`config.mk`:
```
export PLATFORM = sky130hd
export DESIGN_NAME = iwd_regs
export DESIGN_NICKNAME = d
export VERILOG_FILES = /design/src/hw/iwd_pkg.sv /design/src/hw/iwd_core_if.sv /design/src/hw/iwd_core.sv /design/src/hw/iwd_regs.sv
export SDC_FILE = /design/constraint.sdc
export NUM_CORES = 1
export LEC_CHECK = 0
export BUFFER_PORTS_ARGS = -buffer_cell sky130_fd_sc_hd__buf_2
export CORE_MARGIN = 2
export CORE_UTILIZATION = 39
export DETAILED_ROUTE_END_ITERATION = 12
export RECOVER_POWER = 100
export SLEW_MARGIN = 20
export SYNTH_ARGS = -nofsm -noshare
export SYNTH_HDL_FRONTEND = slang
export SYNTH_SLANG_ARGS = --single-unit
```
`constraint.sdc`:
```
create_clock -name clk_i -period 3.65 [get_ports clk_i]
set_input_delay 0.1825 -clock clk_i [delete_from_list [all_inputs] [get_ports clk_i]]
set_output_delay 0.1825 -clock clk_i [all_outputs]
set_load 0.02 [all_outputs]
```
`src/hw/iwd_pkg.sv`:
```
// Shared constants, types and helpers of the independent watchdog.
package iwd_pkg;

   // Register byte offsets.
   localparam logic [4:0]  OFF_KEY        = 5'h00;
   localparam logic [4:0]  OFF_DIV        = 5'h04;
   localparam logic [4:0]  OFF_RLD        = 5'h08;
   localparam logic [4:0]  OFF_UPD        = 5'h0C;
   localparam logic [4:0]  OFF_EVT        = 5'h10;
   localparam logic [4:0]  OFF_MSK        = 5'h14;
   localparam logic [4:0]  OFF_CNT        = 5'h18;

   // Command keys.
   localparam logic [15:0] KEY_UNLOCK     = 16'h5555;
   localparam logic [15:0] KEY_START      = 16'hCCCC;
   localparam logic [15:0] KEY_RELOAD     = 16'hAAAA;

   // Field widths and reset values.
   localparam int          DIV_W          = 3;
   localparam int          RLD_W          = 12;
   localparam int          PRE_W          = 8;
   localparam int          EVT_W          = 3;
   localparam logic [2:0]  DIV_RST        = 3'h0;
   localparam logic [11:0] RLD_RST        = 12'hFFF;
   localparam logic [2:0]  EVT_RST        = 3'h0;
   localparam logic [2:0]  MSK_RST        = 3'h0;

   // Bit positions of the status fields.
   localparam int          UPD_DIV_BIT    = 0;
   localparam int          UPD_RLD_BIT    = 1;
   localparam int          EVT_EXP_BIT    = 0;
   localparam int          EVT_DIV_BIT    = 1;
   localparam int          EVT_RLD_BIT    = 2;

   // Oscillator ticks that a new setting needs to reach the counter.
   localparam logic [1:0]  UPD_TICKS      = 2'h3;

   typedef enum logic [1:0] {IWD_STOPPED, IWD_RUNNING, IWD_EXPIRED} iwd_state_t;

   // Last prescaler count for a divider selection; codes above 6 saturate at 256.
   function automatic logic [7:0] iwd_div_last(input logic [2:0] sel);
      logic [8:0] d;
      d = (sel > 3'h6) ? 9'h100 : (9'h004 << sel);
      return 8'(d - 9'h001);
   endfunction : iwd_div_last

   // Merge write data into a word by byte enables.
   function automatic logic [31:0] iwd_merge(input logic [31:0] old,
                                             input logic [31:0] nw,
                                             input logic [3:0]  sel);
      logic [31:0] r;
      r = old;
      for (int i = 0; i < 4; i++) begin
         if (sel[i]) begin
            r[8*i +: 8] = nw[8*i +: 8];
         end
      end
      return r;
   endfunction : iwd_merge

endpackage : iwd_pkg

```
`src/hw/iwd_core_if.sv`:
```
// Signals between the register front end and the watchdog counter.
`timescale 1ns/1ps
interface iwd_core_if;
   logic                     tick;
   logic                     start;
   logic                     reload;
   logic                     freeze;
   logic [iwd_pkg::DIV_W-1:0] div_sel;
   logic [iwd_pkg::RLD_W-1:0] rld_val;
   logic [iwd_pkg::RLD_W-1:0] count;
   logic                     running;
   logic                     expired;

   modport ctrl (output tick, start, reload, freeze, div_sel, rld_val,
                 input  count, running, expired);
   modport core (input  tick, start, reload, freeze, div_sel, rld_val,
                 output count, running, expired);
endinterface : iwd_core_if

```
`src/hw/iwd_core.sv`:
```
// Prescaler and 12-bit down counter of the independent watchdog.
`timescale 1ns/1ps
module iwd_core (
   // Clock and reset
   input  wire logic  clk_i,
   input  wire logic  rst_i,
   // Front end
   iwd_core_if.core   cif
);
   iwd_pkg::iwd_state_t        state_q;
   logic [iwd_pkg::PRE_W-1:0]  pre_q;
   logic [iwd_pkg::RLD_W-1:0]  cnt_q;
   logic                       step;

   assign step        = (state_q == iwd_pkg::IWD_RUNNING) & cif.tick & ~cif.freeze;
   assign cif.count   = cnt_q;
   assign cif.running = (state_q == iwd_pkg::IWD_RUNNING);
   assign cif.expired = (state_q == iwd_pkg::IWD_EXPIRED);

   // No software path leads back to the stopped state.
   always_ff @(posedge clk_i) begin
      if (rst_i) begin
         state_q <= iwd_pkg::IWD_STOPPED;
      end else begin
         case (state_q)
            iwd_pkg::IWD_STOPPED: if (cif.start) state_q <= iwd_pkg::IWD_RUNNING;
            iwd_pkg::IWD_RUNNING: if (cnt_q == '0) state_q <= iwd_pkg::IWD_EXPIRED;
            iwd_pkg::IWD_EXPIRED: state_q <= iwd_pkg::IWD_EXPIRED;
            default:              state_q <= iwd_pkg::IWD_STOPPED;
         endcase
      end
   end

   always_ff @(posedge clk_i) begin
      if (rst_i) begin
         pre_q <= '0;
         cnt_q <= iwd_pkg::RLD_RST;
      end else if (cif.reload || (cif.start && state_q == iwd_pkg::IWD_STOPPED)) begin
         pre_q <= '0;
         cnt_q <= cif.rld_val;
      end else if (step) begin
         if (pre_q >= iwd_pkg::iwd_div_last(cif.div_sel)) begin
            pre_q <= '0;
            if (cnt_q != '0) begin
               cnt_q <= cnt_q - 12'h001;
            end
         end else begin
            pre_q <= pre_q + 8'h01;
         end
      end
   end
endmodule : iwd_core

```
`src/hw/iwd_regs.sv`:
```
// Wishbone register front end and top of the independent watchdog.
`timescale 1ns/1ps
// Summary of operation
// Key 0x5555 unlocks divider and reload registers
// Key 0xCCCC starts counter; zero gives reset
// Key 0xAAAA reloads counter from reload field
// Divider code selects 4 to 256 division
// Locked divider or reload writes are ignored
// Status bit 0 shows divider update pending
// Status bit 1 shows reload update pending
// Reload field 12 bits, resets to 0xFFF
// Software waits on pending flag between updates
// Software waits on divider flag before sleep
// Half-word and word accesses; reserved write zero
// Any other key restores write protection
// Eight-stage prescaler feeds 12-bit down counter
// Debug hold with halted core freezes counter
// Auto-start option starts counter after reset
// Running counter cannot be stopped by software
module iwd_regs (
   // Clock and reset
   input  wire logic         clk_i,
   input  wire logic         rst_i,
   // Wishbone slave
   input  wire logic         wb_cyc_i,
   input  wire logic         wb_stb_i,
   input  wire logic         wb_we_i,
   input  wire logic [4:0]   wb_adr_i,
   input  wire logic [3:0]   wb_sel_i,
   input  wire logic [31:0]  wb_dat_i,
   output logic      [31:0]  wb_dat_o,
   output logic              wb_ack_o,
   // Low-speed oscillator pin
   input  wire logic         low_speed_oscillator_i,
   // Debug and option inputs
   input  wire logic         debug_freeze_control_i,
   input  wire logic         core_halted_i,
   input  wire logic         hw_auto_start_i,
   // System outputs
   output logic              sys_reset_o,
   output logic              irq_o
);
   iwd_core_if cif ();

   iwd_core u_core (
      .clk_i (clk_i),
      .rst_i (rst_i),
      .cif   (cif)
   );

   logic                        ack_q;
   logic [31:0]                 dat_q;
   logic                        req;
   logic                        wr_en;
   logic                        key_wr;
   logic [15:0]                 key_val;
   logic [31:0]                 wr_word;
   logic                        unlock_q;
   logic [iwd_pkg::DIV_W-1:0]   div_q;
   logic [iwd_pkg::DIV_W-1:0]   div_eff_q;
   logic [iwd_pkg::RLD_W-1:0]   rld_q;
   logic [iwd_pkg::RLD_W-1:0]   rld_eff_q;
   logic [1:0]                  set_pend;
   logic [1:0]                  pend_q;
   logic [1:0]                  upd_done;
   logic [1:0]                  ucnt_q [2];
   logic                        osc_s1_q;
   logic                        osc_s2_q;
   logic                        osc_s3_q;
   logic                        osc_lvl_q;
   logic                        tick;
   logic                        boot_q;
   logic                        exp_q;
   logic [iwd_pkg::EVT_W-1:0]   evt_ev;
   logic [iwd_pkg::EVT_W-1:0]   evt_clr;
   logic [iwd_pkg::EVT_W-1:0]   evt_q;
   logic [iwd_pkg::EVT_W-1:0]   msk_q;

   // Bus decode. Ack comes one cycle after the request and drops the next cycle.
   assign req      = wb_cyc_i & wb_stb_i;
   assign wr_en    = req & wb_we_i & ack_q;
   assign wb_ack_o = ack_q;
   assign wb_dat_o = dat_q;

   // A key needs both low byte lanes; anything narrower counts as another value.
   assign key_wr  = wr_en && (wb_adr_i == iwd_pkg::OFF_KEY);
   assign key_val = (wb_sel_i[1:0] == 2'b11) ? wb_dat_i[15:0] : 16'h0000;

   assign set_pend[iwd_pkg::UPD_DIV_BIT] = wr_en && unlock_q &&
                                           (wb_adr_i == iwd_pkg::OFF_DIV);
   assign set_pend[iwd_pkg::UPD_RLD_BIT] = wr_en && unlock_q &&
                                           (wb_adr_i == iwd_pkg::OFF_RLD);

   always_ff @(posedge clk_i) begin
      if (rst_i) begin
         ack_q <= 1'b0;
      end else begin
         ack_q <= req & ~ack_q;
      end
   end

   // Write data merged into the addressed register by byte lanes.
   always_comb begin
      wr_word = '0;
      case (wb_adr_i)
         iwd_pkg::OFF_DIV: wr_word = iwd_pkg::iwd_merge({29'h0, div_q}, wb_dat_i, wb_sel_i);
         iwd_pkg::OFF_RLD: wr_word = iwd_pkg::iwd_merge({20'h0, rld_q}, wb_dat_i, wb_sel_i);
         iwd_pkg::OFF_MSK: wr_word = iwd_pkg::iwd_merge({29'h0, msk_q}, wb_dat_i, wb_sel_i);
         iwd_pkg::OFF_EVT: wr_word = iwd_pkg::iwd_merge(32'h0, wb_dat_i, wb_sel_i);
         default:          wr_word = '0;
      endcase
   end

   // Read data is captured with the ack. Divider and reload read the written value,
   // which is not yet in force while its pending flag stands.
   always_ff @(posedge clk_i) begin
      if (rst_i) begin
         dat_q <= '0;
      end else if (req && !ack_q) begin
         case (wb_adr_i)
            iwd_pkg::OFF_DIV: dat_q <= {29'h0, div_q};
            iwd_pkg::OFF_RLD: dat_q <= {20'h0, rld_q};
            iwd_pkg::OFF_UPD: dat_q <= {30'h0, pend_q};
            iwd_pkg::OFF_EVT: dat_q <= {29'h0, evt_q};
            iwd_pkg::OFF_MSK: dat_q <= {29'h0, msk_q};
            iwd_pkg::OFF_CNT: dat_q <= {20'h0, cif.count};
            default:          dat_q <= '0;
         endcase
      end
   end

   // Write protection follows the last command written.
   always_ff @(posedge clk_i) begin
      if (rst_i) begin
         unlock_q <= 1'b0;
      end else if (key_wr) begin
         unlock_q <= (key_val == iwd_pkg::KEY_UNLOCK);
      end
   end

   always_ff @(posedge clk_i) begin
      if (rst_i) begin
         div_q <= iwd_pkg::DIV_RST;
      end else if (set_pend[iwd_pkg::UPD_DIV_BIT]) begin
         div_q <= wr_word[iwd_pkg::DIV_W-1:0];
      end
   end

   always_ff @(posedge clk_i) begin
      if (rst_i) begin
         rld_q <= iwd_pkg::RLD_RST;
      end else if (set_pend[iwd_pkg::UPD_RLD_BIT]) begin
         rld_q <= wr_word[iwd_pkg::RLD_W-1:0];
      end
   end

   // Oscillator pin: three flops, a rising level change counts once the last two agree.
   always_ff @(posedge clk_i) begin
      if (rst_i) begin
         osc_s1_q  <= 1'b0;
         osc_s2_q  <= 1'b0;
         osc_s3_q  <= 1'b0;
         osc_lvl_q <= 1'b0;
      end else begin
         osc_s1_q <= low_speed_oscillator_i;
         osc_s2_q <= osc_s1_q;
         osc_s3_q <= osc_s2_q;
         if (osc_s2_q == osc_s3_q) begin
            osc_lvl_q <= osc_s3_q;
         end
      end
   end

   assign tick = (osc_s2_q == osc_s3_q) & osc_s3_q & ~osc_lvl_q;

   localparam logic [1:0] UPD_LAST = iwd_pkg::UPD_TICKS - 2'h1;

   // A new setting reaches the counter only after a few oscillator ticks, as the
   // slow domain would see it. A second write restarts the wait.
   always_comb begin
      for (int i = 0; i < 2; i++) begin
         upd_done[i] = pend_q[i] & tick & (ucnt_q[i] == UPD_LAST) & ~set_pend[i];
      end
   end

   always_ff @(posedge clk_i) begin
      if (rst_i) begin
         pend_q <= '0;
         for (int i = 0; i < 2; i++) begin
            ucnt_q[i] <= '0;
         end
      end else begin
         for (int i = 0; i < 2; i++) begin
            if (set_pend[i]) begin
               pend_q[i] <= 1'b1;
               ucnt_q[i] <= '0;
            end else if (upd_done[i]) begin
               pend_q[i] <= 1'b0;
            end else if (pend_q[i] && tick) begin
               ucnt_q[i] <= ucnt_q[i] + 2'h1;
            end
         end
      end
   end

   always_ff @(posedge clk_i) begin
      if (rst_i) begin
         div_eff_q <= iwd_pkg::DIV_RST;
         rld_eff_q <= iwd_pkg::RLD_RST;
      end else begin
         if (upd_done[iwd_pkg::UPD_DIV_BIT]) begin
            div_eff_q <= div_q;
         end
         if (upd_done[iwd_pkg::UPD_RLD_BIT]) begin
            rld_eff_q <= rld_q;
         end
      end
   end

   // The option input is looked at only in the first cycle after reset release.
   always_ff @(posedge clk_i) begin
      if (rst_i) begin
         boot_q <= 1'b0;
      end else begin
         boot_q <= 1'b1;
      end
   end

   assign cif.tick    = tick;
   assign cif.start   = (key_wr && key_val == iwd_pkg::KEY_START) ||
                        (!boot_q && hw_auto_start_i);
   assign cif.reload  = key_wr && (key_val == iwd_pkg::KEY_RELOAD);
   assign cif.freeze  = debug_freeze_control_i & core_halted_i;
   assign cif.div_sel = div_eff_q;
   assign cif.rld_val = rld_eff_q;

   // Sticky events; a new event wins over a clear in the same cycle.
   always_ff @(posedge clk_i) begin
      if (rst_i) begin
         exp_q <= 1'b0;
      end else begin
         exp_q <= cif.expired;
      end
   end

   assign evt_ev[iwd_pkg::EVT_EXP_BIT] = cif.expired & ~exp_q;
   assign evt_ev[iwd_pkg::EVT_DIV_BIT] = upd_done[iwd_pkg::UPD_DIV_BIT];
   assign evt_ev[iwd_pkg::EVT_RLD_BIT] = upd_done[iwd_pkg::UPD_RLD_BIT];
   assign evt_clr = (wr_en && wb_adr_i == iwd_pkg::OFF_EVT) ?
                    wr_word[iwd_pkg::EVT_W-1:0] : '0;

   always_ff @(posedge clk_i) begin
      if (rst_i) begin
         evt_q <= iwd_pkg::EVT_RST;
      end else begin
         evt_q <= (evt_q & ~evt_clr) | evt_ev;
      end
   end

   always_ff @(posedge clk_i) begin
      if (rst_i) begin
         msk_q <= iwd_pkg::MSK_RST;
      end else if (wr_en && wb_adr_i == iwd_pkg::OFF_MSK) begin
         msk_q <= wr_word[iwd_pkg::EVT_W-1:0];
      end
   end

   assign irq_o       = |(evt_q & msk_q);
   assign sys_reset_o = cif.expired;
endmodule : iwd_regs

```
After elaboration in Yosys (flattened, before gate mapping)
Memories as Yosys holds them, arrays and structs flattened.
Cells that the tools add are included.
{"block": "totals", "register_bits": 100, "ramBits": 4, "in_bits": 50, "output_inout_bits": 35, "word_cells": 158, "memories": 1}
{"memory": "ucnt_q", "depth": 2, "width": 2, "rd": 2, "rd_ports_with_merged_regs": 0, "wr": 2, "line": "iwd_regs.sv:66", "text": "logic [1:0] ucnt_q [2];"}
{"block": "classes", "add_sub_neg": 5, "n_lt_le_gt_ge": 2, "n_eq_ne": 19, "shifts": 1, "muxes": 46, "bitwise_logic": 30, "n_reduce_logical": 32}
{"operator": "12-bit case mux with 6 select lines", "count": 1}
{"operator": "12-bit 2-to-1 mux", "count": 4}
{"operator": "8-bit 2-to-1 mux", "count": 6}
{"operator": "12-bit case mux with 4 select lines", "count": 1}
{"operator": "16-bit == test, second input constant", "count": 2}
{"operator": "1-bit 2-to-1 mux", "count": 23}
{"operator": "1-bit bitwise AND", "count": 16}
{"operator": "16-bit by 15-bit == test with 1-bit output, second input constant", "count": 1}
{"operator": "16-bit 2-to-1 mux", "count": 1}
{"operator": "5-bit == test, second input constant", "count": 3}
{"operator": "1-bit logical AND", "count": 13}
{"operator": "12-bit zero test", "count": 1}
{"operator": "2-bit 2-to-1 mux", "count": 6}
{"operator": "12-bit nonzero test", "count": 1}
{"operator": "12-bit by 1-bit subtractor with 12-bit output, second input constant", "count": 1}
{"operator": "5-bit by 4-bit == test with 1-bit output, second input constant", "count": 2}
{"operator": "2-bit nonzero test", "count": 5}
{"operator": "8-bit by 1-bit adder with 8-bit output, second input constant", "count": 1}
{"operator": "2-bit == test, second input constant", "count": 4}
{"operator": "8-bit >= comparator", "count": 1}
{"operator": "4-bit 2-to-1 mux", "count": 2}
{"operator": "3-bit by 3-bit left shift with 8-bit output, first input constant", "count": 1}
{"operator": "8-bit by 1-bit subtractor with 8-bit output, second input constant", "count": 1}
{"operator": "3-bit bitwise AND", "count": 2}
{"operator": "other kinds (21)", "count": 36}

Longest topological paths before layout
Gate-level depths: netlist of run 1.
{"block": "depth", "word_depth": 12, "ltp_mapped": 8, "mapped_depth_nobuf": 7}

Cells and area by module
Synthesis of run 1 repeated with hierarchy kept, for this count alone.
{"block": "unflattened", "hier_cells": 515, "area_unflattened_um2": 4491.8}
{"module": "iwd_regs", "instances": 1, "cells_per_inst": 337, "area_per_inst_um2": 3019.1, "seq_area_each_um2": 1281.2}
{"module": "iwd_core", "instances": 1, "cells_per_inst": 178, "area_per_inst_um2": 1472.7, "seq_area_each_um2": 440.4}

Least setup slack after synthesis of run 1
Ideal clock, no wire load.
{"block": "synth_path", "kind": "reg-to-reg", "start": "register u_core.state_q[1]", "end": "register u_core.cnt_q (netlist bit u_core.cif.count[5])", "setup_ns": 0.078, "arrival_ns": 2.163, "t_required_ns": 3.572, "setup_slack_ns": 1.409, "path_stages_with_launch": 8, "path_buffers": 0, "period_less_slack_ns": 2.241, "path_cell_list": "dfxtp_1 -> inv_1 -> ha_1 -> a21boi_0 -> nand4_1 -> or4b_2 -> or3_1 -> a32oi_1"}
{"block": "synth_between", "elab_chain_len": 5, "elab_cells_between_ends": 11, "classes_between": "eq/ne (1); mux (1); bitwise (2); reduce/logical (7)"}
{"item": "from (decl)", "line": "iwd_core.sv:10", "text": "iwd_pkg::iwd_state_t state_q;"}
{"item": "from (signal assigned)", "line": "iwd_core.sv:23", "text": "state_q <= iwd_pkg::IWD_STOPPED;"}
{"item": "from (signal assigned)", "line": "iwd_core.sv:26", "text": "iwd_pkg::IWD_STOPPED: if (cif.start) state_q <= iwd_pkg::IWD_RUNNING;"}
{"item": "from (signal assigned)", "line": "iwd_core.sv:27", "text": "iwd_pkg::IWD_RUNNING: if (cnt_q == '0) state_q <= iwd_pkg::IWD_EXPIRED;"}
{"item": "2-bit by 1-bit == test with 1-bit output / 2-bit zero test (equally long branches)"}
{"item": "1-bit bitwise AND / 1-bit logical AND (equally long branches)", "line": "iwd_core.sv:15, iwd_core.sv:38"}
{"item": "1-bit bitwise AND / 1-bit logical OR (equally long branches)", "line": "iwd_core.sv:15, iwd_core.sv:38"}
{"item": "2-bit nonzero test (no line)"}
{"item": "3-bit AND reduction (no line)"}
{"item": "to (signal assigned)", "line": "iwd_core.sv:37", "text": "cnt_q <= iwd_pkg::RLD_RST;"}
{"item": "to (signal assigned)", "line": "iwd_core.sv:40", "text": "cnt_q <= cif.rld_val;"}
{"item": "to (signal assigned)", "line": "iwd_core.sv:45", "text": "cnt_q <= cnt_q - 12'h001;"}
{"item": "to (decl)", "line": "iwd_core.sv:12", "text": "logic [iwd_pkg::RLD_W-1:0] cnt_q;"}
Parallel ways exist; a longest one is shown, timed or not.
A chain may end at the register's enable or synchronous reset.

Final worst setup path of run 1
{"block": "layout_path", "start": "register osc_s3_q", "end": "register u_core.cnt_q (netlist bit u_core.cif.count[5])"}
{"block": "layout_between", "elab_chain_len": 7}
{"item": "from (decl)", "line": "iwd_regs.sv:69", "text": "logic osc_s3_q;"}
{"item": "from (signal assigned)", "line": "iwd_regs.sv:167", "text": "osc_s3_q <= osc_s2_q;"}
{"item": "1-bit == test", "line": "iwd_regs.sv:174", "text": "assign tick = (osc_s2_q == osc_s3_q) & osc_s3_q & ~osc_lvl_q;"}
{"item": "1-bit bitwise AND * (2 in series)", "line": "iwd_regs.sv:174"}
{"item": "1-bit bitwise AND * (2 in series)", "line": "iwd_core.sv:15", "text": "assign step = (state_q == iwd_pkg::IWD_RUNNING) & cif.tick & ~cif.freeze;"}
{"item": "2-bit nonzero test (no line) *"}
{"item": "3-bit AND reduction (no line) *"}
Mark *: on every way between the ends. The rest lies on a longest branch, timed or not.

==> impl_results.md, run 1 <==
* CP Max Fanout at 6
* Synthesis-to-finish area growth at 10.2%
* Most used routing layer: met2
* Ys Warns at 0
* WL per Instance at 15.9 µm
* Max Cap Violations at 1
* Cts-stage hold buffer count at 0
* Yosys reg bits at 84
* Ys async rst share at 0
* WL final at 10.7 mm
* Die Width at 108 µm
* Clock sink count at 84
* Vias in the first global route at 3401
* Crit path required time at 3.92 ns
* CTS tree: built
* Post-CTS Resized at 0
* Tot GR Track Use at 0.184
* Worst hold path type: in2reg
* TNS Setup at 0 ns
* WP data arrival at 2.81 ns
* Row cnt at 38
* Slew margin rel. at -0.303
* RSZ-0062 raised after global routing: false
* Diode count at 0
* Most frequent cells in the layout: dfxtp_1, nand2_1, nor2_1
* Final hold viol count at 0
* Post-DP HPWL at 8.10 mm
* Tmin final at 2.54 ns
* I/O pins at 85
* H-tree Lvls at 3
* First-pass GRT wire length at 16.8 mm
* Syn Inst Count at 489
* Status: complete, but fails checks
* Final setup fails at 0
* Least-Margin Pin Slew at ~2.0 ns
* CP Capture Type: flip-flop
* Predominant post-synthesis flop cell: dfxtp_1
* Post-Place Cells at ~660
* Clock Path Buffers at 2
* Die H at 108 µm
* Worst VDD drop at 0.000169 V
* Core Box Area at ~11000 µm²
* DRT Pass-1 Iters at 5
* Vias per cell at 5.56
* Gr ovfl total at 0
* Final GP Congestion at between 0.9 and 1
* Crit path kind: reg2reg
* Initial DRC count at around 290
* GRT met1 Usage at 0.247
* Yosys cell types at 55
* I/O Buffers at 46
* Layout cells sized above 1 at 0.116
* Seq/Total Area, Yosys at 0.405
* Drt drc at 0
* Max Slew Vio Count at 44
* CP cell instances: ha_1 > nor2b_1 > nand4_1 > or4b_2 > or3_1 > a32oi_1
* Final hold slack at 0.0486 ns
* Syn_area_per_cell at 8.70 µm²
* Post-synth EDFFs at 4
* Setup Fix Bufs, Post-CTS at 0
* Clock latency on the worst-skew pair at 0.34 ns
* Commonest non-fill, non-tap cell in the layout: dfxtp_1
* Synth Cell Area at about 4300 µm²
* Final Total Pwr at 1.66 mW
* Initial core utilization at 0.396
* ANT nets after route at 0
* GR Util met3 at 0.0464
* Pwr/cell area at 354 nW/µm²
* Slowest cell on the critical path: or4b_2
* CTS Root Cell: clkbuf_8
* Max Fclk at 394 MHz
* Leakage at 1.89 nW
* Fin crit share at 0.696
* Critical path's largest stage delay at 0.69 ns
* Layout net count at 593
* Routing usage on met2 at 0.297
* Reg clk slew, reported paths at 0.08 ns
* Failing checks: max-capacitance violations, max-slew violations
* Via count at 3747
* Worst Skew at roughly 0.0074 ns
* Pin count of the biggest net entering global routing at 44
* Antenna violations before repair at 0
* Final Util at 0.436
* Critical Path Source Type: flip-flop
* CTS buffer count at 9
* Post-Layout Cell Count at 674
* Full die area at 11800 µm²
[path summary, 6_finish.rpt]
check / startpoint / to / slack, ns / cells after the start
min: low_speed_oscillator_i / osc_s1_q / 0.05 / 2
max reg2reg: osc_s3_q / u_core.cif.count[5] / 1.11 / 6
max: osc_s3_q / u_core.cif.count[5] / 1.11 / 6
min reg2reg: osc_s1_q / osc_s2_q / 0.44 / 1
[through the flow]
stage	area, µm²	setup slack, ns
2_1_floorplan	4320	1.41
3_3_place_gp	4550	1.19
3_5_place_dp	4550	1.15
4_1_cts	4720	1.12
5_1_grt	4690	0.956
6_report	4690	1.11
[routing by layer]
layer | share of wire | vias to the layer above
met5 | 0 | -
met4 | 0.010 | 0
met3 | 0.067 | 11
met2 | 0.44 | 120
met1 | 0.48 | 1774
li1 | - | 1842
[worst max-delay path: cells and delay by family, from the launching register on]
family	cells	cell delay [ns]
adders and majority gates	1	0.14
AOI/OAI and AO/OA	1	0.20
and+or+nand+nor	4	1.79
DFF	1	0.34
[power breakdown]
group	internal [mW]	switching (mW)	leakage [nW]
Clock	0.264	0.321	0.0824
Sequential	0.932	0.00542	0.689
Combinational	0.0434	0.0946	1.12
[sequential cells by signal, summed over array words and instances (netlist names), 2 cells and up]
| signal | count |
|---|---|
| cif.rld_val | 12 |
| rld_q | 12 |
| u_core.state_q | 2 |
| u_core.cif.count | 12 |
| div_q | 3 |
| msk_q | 3 |
| wb_dat_o | 12 |
| pend_q | 2 |
| evt_q | 3 |
| u_core.pre_q | 8 |
| cif.div_sel | 3 |
| ucnt_q | 4 |
[synth_stat cells (10+ instances only)]
library cell,instances,area share
ha_1,14,0.041
dfxtp_1,80,0.38
a22oi_1,11,0.019
nand4_1,11,0.016
buf_4,20,0.035
a32oi_1,10,0.021
o21ai_0,19,0.022
mux2i_1,14,0.033
nand3_1,27,0.032
clkbuf_1,22,0.019
inv_1,25,0.022
nor2_1,39,0.034
o211ai_1,13,0.023
a21oi_1,17,0.020
and3_1,11,0.016
nand2_1,45,0.040
[cell families after synthesis]
kind of cell             synth area share
multiplexers                       0.0488
buffers and inverters              0.0777
other                            0.000882
XOR/XNOR                           0.0144
flip-flops                          0.405
adder cells (fa/ha/maj)            0.0412
AO/OA/AOI/OAI                       0.170
AND/OR/NAND/NOR                     0.242
[final cells by class]
class	instances	area [µm²]
repair buffers	53	250
well taps	140	175
multi-input cells	356	2280
fillers	1116	6060
flip-flops and latches	84	1720
clock buffers	12	145
inverters	25	93.8
clock inverters	4	25.0
(Power assumes the default switching activity.)
==> run 2: changes to the inputs <==
Settings changed: ABC_AREA from default to 1.
Clock period 3.65 ns to 2.3 ns, I/O delays scaled along.
==> run 2 against run 1 <==
The flow finishes with violations (design-rule violations). Critical path depth up 7. First-iteration DRC count down 29%. Setup slack worse by 0.87 ns. Cell count increased by 28%. Register-to-register slack worse by 0.87 ns.
==> impl_results.md, run 2 <==
* Max Slew Vio Count at 0 (-100%)
* Status: complete, but fails checks
* Die Width at 113 µm (+4.1%)
* Max Fclk at 485 MHz (+23%)
* TNS Setup at 0 ns (unchanged)
* Crit path max-delay family: simple AND/OR/NAND/NOR gates
* Slowest cell on the critical path: dfxtp_1
* Die H at 113 µm (+4.1%)
* Clock Path Buffers at 2 (unchanged)
* Top cells by area, synth: dfxtp_1, nand2_1, inv_1
* Pin count of the biggest net entering global routing at 32 (-27%)
* Tmin final at 2.06 ns (-0.480 ns)
* DRT Pass-1 Iters at 9 (+4)
* Synth top cells by count: nand2_1, inv_1, dfxtp_1
* Seq pwr share at 0.484 (-0.080)
* H-tree Lvls at 3 (unchanged)
* Synth Cell Area at 4620 µm² (+8.7%)
* Post-DP HPWL at 8.80 mm (+8.7%)
* Predominant post-synthesis flop cell: dfxtp_1
* Core Box Area at 11500 µm² (+7.2%)
* Cell mode on critical path: nand2_1
* Worst path bufs/invs at 2 (+2)
* Synthesis-to-finish area growth at 11.5%
* Least-Margin Pin Slew at 0.862 ns (-1.09 ns)
* Initial core utilization at 0.401 (+0.00556)
* First-pass GRT wire length at 19.4 mm (+15%)
* Pwr/cell area at 612 nW/µm² (+73%)
* Worst setup margin at 0.239 ns (-0.870 ns)
* Via count at 4308 (+15%)
* I/O pins at 85 (unchanged)
* I/O Buffers at 46 (unchanged)
* Final GP Congestion at 0.887 (-4.5%)
* Diode count at 0 (unchanged)
* WL final at 11.5 mm (+7.8%)
* Slew margin rel. at 0.425 (+0.728)
* Final setup fails at 0 (unchanged)
* Syn_area_per_cell at 6.90 µm² (-21%)
* Drt drc at 4 (+4)
* Final hold viol count at 0 (unchanged)
* Layout net count at 780 (+32%)
* Vias in the first global route at 4125 (+21%)
* ANT nets after route at 0 (unchanged)
* Post-CTS Resized at 0 (unchanged)
* WL per Instance at 13.4 µm (-16%)
* Seq/Total Area, Yosys at 0.372 (-0.0323)
* Critical path's largest stage delay at 0.36 ns (-0.33 ns)
* Area share of the largest cell type after synthesis at 0.347 (-0.0301)
* Post-synthesis compound-gate area fraction at 0.113 (-0.0572)
* Max Cap Violations at 0 (-1)
* Full die area at 12700 µm² (+8.3%)
* Commonest non-fill, non-tap cell in the layout: nand2_1
* Post-Synth XOR/XNOR Area at 0.0208 (+0.00643)
* Logic gate share of total power at 0.094 (+0.011)
* Vias per cell at 4.99 (-10%)
* CP Max Fanout at 9 (+3)
* DP Area at 4910 µm² (+7.9%)
* Post-synth EDFFs at 4 (unchanged)
* NetSw at 0.833 mW (+98%)
* CP cell instances: or2_2 > nor2_1 > ha_1 > nand3_1 > nand2_1 > nand2_1 > nand2_1 > nand2_1 > inv_1 > nand2_1 > buf_4 > nand4_1 > nand3_1
* RSZ-0062 raised after global routing: false
* Clock share of power at 0.422 (+0.069)
* Final Total Pwr at 3.15 mW (+90%)
* Yosys reg bits at 84 (unchanged)
* Worst Skew at 0.00938 ns (+0.00194 ns)
* Row cnt at 39 (+2.6%)
* Ys Warns at 0 (unchanged)
* Antenna violations before repair at 0 (unchanged)
* Worst hold path type: in2reg
* Worst VDD drop at 0.000293 V (+74%)
* Leakage at 2.38 nW (+26%)
* Final instance area at 5150 µm² (+9.9%)
* Final hold slack at 0.0274 ns (-0.0212 ns)
* Failing checks: design-rule violations
* CP Capture Type: flip-flop
* CTS tree: built
* Mux share of post-synthesis cell area at 0 (-0.0488)
* Most frequent cells in the layout: nand2_1, inv_1, dfxtp_1
* Tot GR Track Use at 0.189 (+0.00465)
* Clock sink count at 84 (unchanged)
* Crit path kind: reg2reg
* CTS Root Cell: clkbuf_16
* Reg clk slew, reported paths at 0.07 ns (about the same)
* Net Sw Frac at 0.264 (+0.0103)
* Layout cells sized above 1 at 0.103 (-0.0135)
* Crit path required time at 2.58 ns (-1.34 ns)
* Yosys cell types at 34 (-38%)
* Internal at 2.32 mW (+87%)
* WP data arrival at 2.34 ns (-0.47 ns)
* Gr ovfl total at 0 (unchanged)
* CTS buffer count at 9 (unchanged)
* Largest family of logic cells by synthesized area: simple AND/OR/NAND/NOR gates
* Ys async rst share at 0 (unchanged)
* Initial DRC count at 205 (-29%)
* Leading area contributor after synthesis: dfxtp_1
* Simple-Gate Fraction of Synth Area at 0.323 (+0.0808)
* Fin crit share at 0.896 (+0.200)
* Dpl ws at 0.275 ns (-0.872 ns)
* Syn Inst Count at 670 (+37%)
* Clock latency on the worst-skew pair at 0.34 ns (about the same)
* Critical Path Source Type: flip-flop
* Synth Area in Adders at 0.0379 (-0.00329)
* Top-count cell post-synth: nand2_1
## run 2: cell count changes in the layout (fill, tap and decap cells not counted), moves of 11 or more
| cell | change |
|---|---|
| a21oi_1 | +20 |
| and3_1 | -11 |
| inv_1 | +63 |
| mux2i_1 | -14 |
| nand2_1 | +128 |
| nand3_1 | +30 |
| nor2_1 | +16 |
| o21ai_0 | +13 |
## run 2: area by class of cell
class	count	area [µm²]
fill	1206	6360
multi-input combinational	473	2350
sequential	84	1720
inverter	90	338
timing repair buffer	58	298
clock buffer	10	229
tap	143	179
clock inverter	6	40.0
## run 2: power by group through the flow
stage / combinational (mW) / clock, mW / sequential, mW
after floorplan: 0.232 / 0 / 1.55
after global placement: 0.291 / 0 / 1.56
after detailed placement: 0.297 / 0 / 1.56
after CTS: 0.300 / 1.36 / 1.52
after global routing: 0.336 / 1.42 / 1.53
final: 0.296 / 1.33 / 1.52
## run 2: cells by family after synthesis
group	after synthesis
AOI/OAI and AO/OA	93
xor gates and xnor gates	11
adders and majority gates	14
and+or+nand+nor	335
DFF	84
other	1
buffers and inverters	132
## run 2: worst register-to-register path, stage by stage, from the launching register on
cell and delay, ns:
dfxtp_1 0.36, or2_2 0.30, nor2_1 0.12, ha_1 0.24, nand3_1 0.09, nand2_1 0.06
nand2_1 0.06, nand2_1 0.05, nand2_1 0.10, inv_1 0.06, nand2_1 0.15, buf_4 0.20
nand4_1 0.11, nand3_1 0.10
## run 2: timing repair
item | in CTS | in global routing
setup endpoints to repair | 0 | 0
hold buffers | 1 | 0
endpoints found under the hold margin | 1 | 0
setup buffers | 0 | 0
## run 2: through the flow
| step | cells | utilization |
|---|---|---|
| 2_1_floorplan | 689 | - |
| 3_3_place_gp | 847 | 0.427 |
| 3_5_place_dp | 847 | 0.427 |
| 4_1_cts | 864 | 0.451 |
| 5_1_grt | 864 | 0.448 |
| 6_report | 864 | 0.448 |
## run 2: final timing paths
kind / start / endpoint / slack (ns) / depth (start not counted)
setup / recovery: cif.div_sel[1] / u_core.cif.count[11] / 0.24 / 13
setup reg to reg: cif.div_sel[1] / u_core.cif.count[11] / 0.24 / 13
hold reg to reg: exp_q / evt_q[0] / 0.42 / 1
hold / removal: wb_dat_i[11] / rld_q[11] / 0.03 / 3
## run 2: routing by layer
metal | vias to the layer above | track usage | part of all wire
li1 | 2220 | - | -
met1 | 1968 | 0.242 | 0.47
met2 | 109 | 0.322 | 0.47
met3 | 11 | 0.0396 | 0.048
met4 | 0 | 0.0569 | 0.013
met5 | - | 0 | 0
==> run 3: changes to the inputs <==
Settings changed: CORE_UTILIZATION 39 to 45, PLACE_DENSITY from default to 0.69.
==> run 3 against run 2 <==
The run now ends clean. Clock-buffer cell count rose by 2. Clock skew fell by 0.00065 ns. Clock power fell by 20%. Critical path type unchanged. Critical path depth rose by 1. Register-to-register slack barely moved. Sequential cell count did not move. Die area fell by 13%. Critical endpoint is now u_core.cif.count[10]. Sequential power barely moved.
==> impl_results.md, run 3 (synthesis results as in run 2) <==
* Status: finished clean
* Critical Path Source Type: flip-flop
* Tmin final at 2.07 ns (+0.0123 ns)
* Post-DP HPWL at 8.43 mm (-4.2%)
* Seq pwr share at 0.527 (+0.043)
* Synthesis-to-finish area growth at 9.58%
* Diode count at 0 (unchanged)
* Gr ovfl total at 0 (unchanged)
* Core Box Area at 9860 µm² (-14%)
* Cts-stage hold buffer count at 2 (+1)
* CP Capture Type: flip-flop
* Pin count of the biggest net entering global routing at 32 (unchanged)
* TNS Setup at 0 ns (unchanged)
* Vias in the first global route at 4091 (-0.82%)
* Antenna violations before repair at 0 (unchanged)
* Max Fclk at 482 MHz (-0.59%)
* Worst setup margin at 0.227 ns (-0.0123 ns)
* Tot GR Track Use at 0.208 (+0.0188)
* CTS buffer count at 9 (unchanged)
* ANT nets after route at 0 (unchanged)
* Fin crit share at 0.902 (+0.00535)
* Leakage at 2.34 nW (-1.6%)
* CP Max Fanout at 11 (+2)
* Clock share of power at 0.371 (-0.051)
* WL per Instance at 13.1 µm (-1.8%)
* DRT Pass-1 Iters at 5 (-4)
* Via count at 4367 (+1.4%)
* Worst VDD drop at 0.000352 V (+20%)
* Slew margin rel. at 0.394 (-0.0310)
* WP data arrival at 2.31 ns (-0.03 ns)
* Initial core utilization at 0.469 (+0.0672)
* Final setup fails at 0 (unchanged)
* Reg clk slew, reported paths at 0.09 ns (+0.02 ns)
* Least-Margin Pin Slew at 0.908 ns (+0.0464 ns)
* CTS tree: built
* H-tree Lvls at 3 (unchanged)
* Max Cap Violations at 0 (unchanged)
* Die Width at 105 µm (-6.7%)
* I/O pins at 85 (unchanged)
* Crit path kind: reg2reg
* Drt drc at 0 (-4)
* Max Slew Vio Count at 0 (unchanged)
* Clock sink count at 84 (unchanged)
* Net Sw Frac at 0.266 (+0.00237)
* Setup Fix Bufs, Post-CTS at 0 (unchanged)
* Layout cells sized above 1 at 0.0957 (-0.00693)
* Most frequent cells in the layout: nand2_1, inv_1, dfxtp_1
* NetSw at 0.769 mW (-7.6%)
* Worst hold path type: in2reg
* Post-CTS Resized at 0 (unchanged)
* Internal at 2.12 mW (-8.7%)
* Clock Path Buffers at 2 (unchanged)
* Commonest non-fill, non-tap cell in the layout: nand2_1
* I/O Buffers at 46 (unchanged)
* CTS Root Cell: clkbuf_8
* Die H at 105 µm (-6.7%)
* Final GP Congestion at 0.935 (+5.4%)
* RSZ-0062 raised after global routing: false
* First-pass GRT wire length at 18.6 mm (-3.9%)
* Final hold viol count at 0 (unchanged)
* Full die area at 11100 µm² (-13%)
* Fillers at 1007 (-17%)
* Layout net count at 781 (+0.13%)
* Vias per cell at 5.11 (+2.6%)
* Row cnt at 36 (-7.7%)
* Pwr/cell area at 570 nW/µm² (-6.8%)
* Logic gate share of total power at 0.102 (+0.008)
* Clock latency on the worst-skew pair at 0.37 ns (+0.03 ns)
* Initial DRC count at 236 (+15%)
* Dpl ws at 0.264 ns (-0.0112 ns)
* Crit path required time at 2.54 ns (-0.04 ns)
* WL final at 11.2 mm (-3.0%)
* Worst Skew at 0.00873 ns (-0.000654 ns)
-- run 3: power groups by stage --
stage	Clock, mW	Sequential (mW)	Combinational [mW]
finish	1.07	1.52	0.294
global route	1.14	1.53	0.331
CTS	1.09	1.52	0.299
detailed placement	0	1.56	0.294
global placement	0	1.55	0.287
floorplan	0	1.55	0.232
-- run 3: final cells by class --
class	count	area [µm²]	area share
Clock buffer	12	145	0.0287
Clock inverter	3	46.3	0.00914
Inverter	90	338	0.0667
Multi-Input combinational cell	473	2340	0.463
Sequential cell	84	1720	0.340
Tap cell	133	166	0.0329
Timing Repair Buffer	59	304	0.0600
-- run 3: critical path, cell delays in order, from the launching register on --
cell	delay, ns
dfxtp_1	0.36
or2_2	0.29
nand2_1	0.07
ha_1	0.23
nand2_1	0.07
inv_1	0.05
a21oi_1	0.15
nand2_1	0.07
nand2_1	0.09
inv_1	0.06
buf_4	0.18
nand3_1	0.08
nand3_1	0.09
nand2_1	0.08
nand3_1	0.07
-- run 3: worst paths after layout --
kind / from / endpoint / slack (ns) / cells after the start
worst max-delay path: cif.div_sel[1] / u_core.cif.count[10] / 0.23 / 14
worst min-delay path: wb_dat_i[3] / rld_q[3] / 0.02 / 3
worst max register to register: cif.div_sel[1] / u_core.cif.count[10] / 0.23 / 14
worst min register to register: osc_s1_q / osc_s2_q / 0.41 / 2
-- run 3: layer usage --
metal / up-vias / track usage / share of wire
met2: 153 / 0.347 / 0.46
met4: 0 / 0.0819 / 0.019
met5: - / 0 / 0
li1: 2222 / - / -
met1: 1971 / 0.265 / 0.45
met3: 21 / 0.0383 / 0.065
-- run 3: metrics by stage --
stage	util	total power, mW	hold WS [ns]	instance area (µm²)	cells
after floorplan	-	1.79	0.222	4690	689
after global placement	0.497	1.84	0.318	4900	837
after detailed placement	0.497	1.85	0.325	4900	837
after CTS	0.518	2.91	0.0145	5110	854
after global routing	0.513	3.00	0.0323	5060	854
final	0.513	2.89	0.0226	5060	854
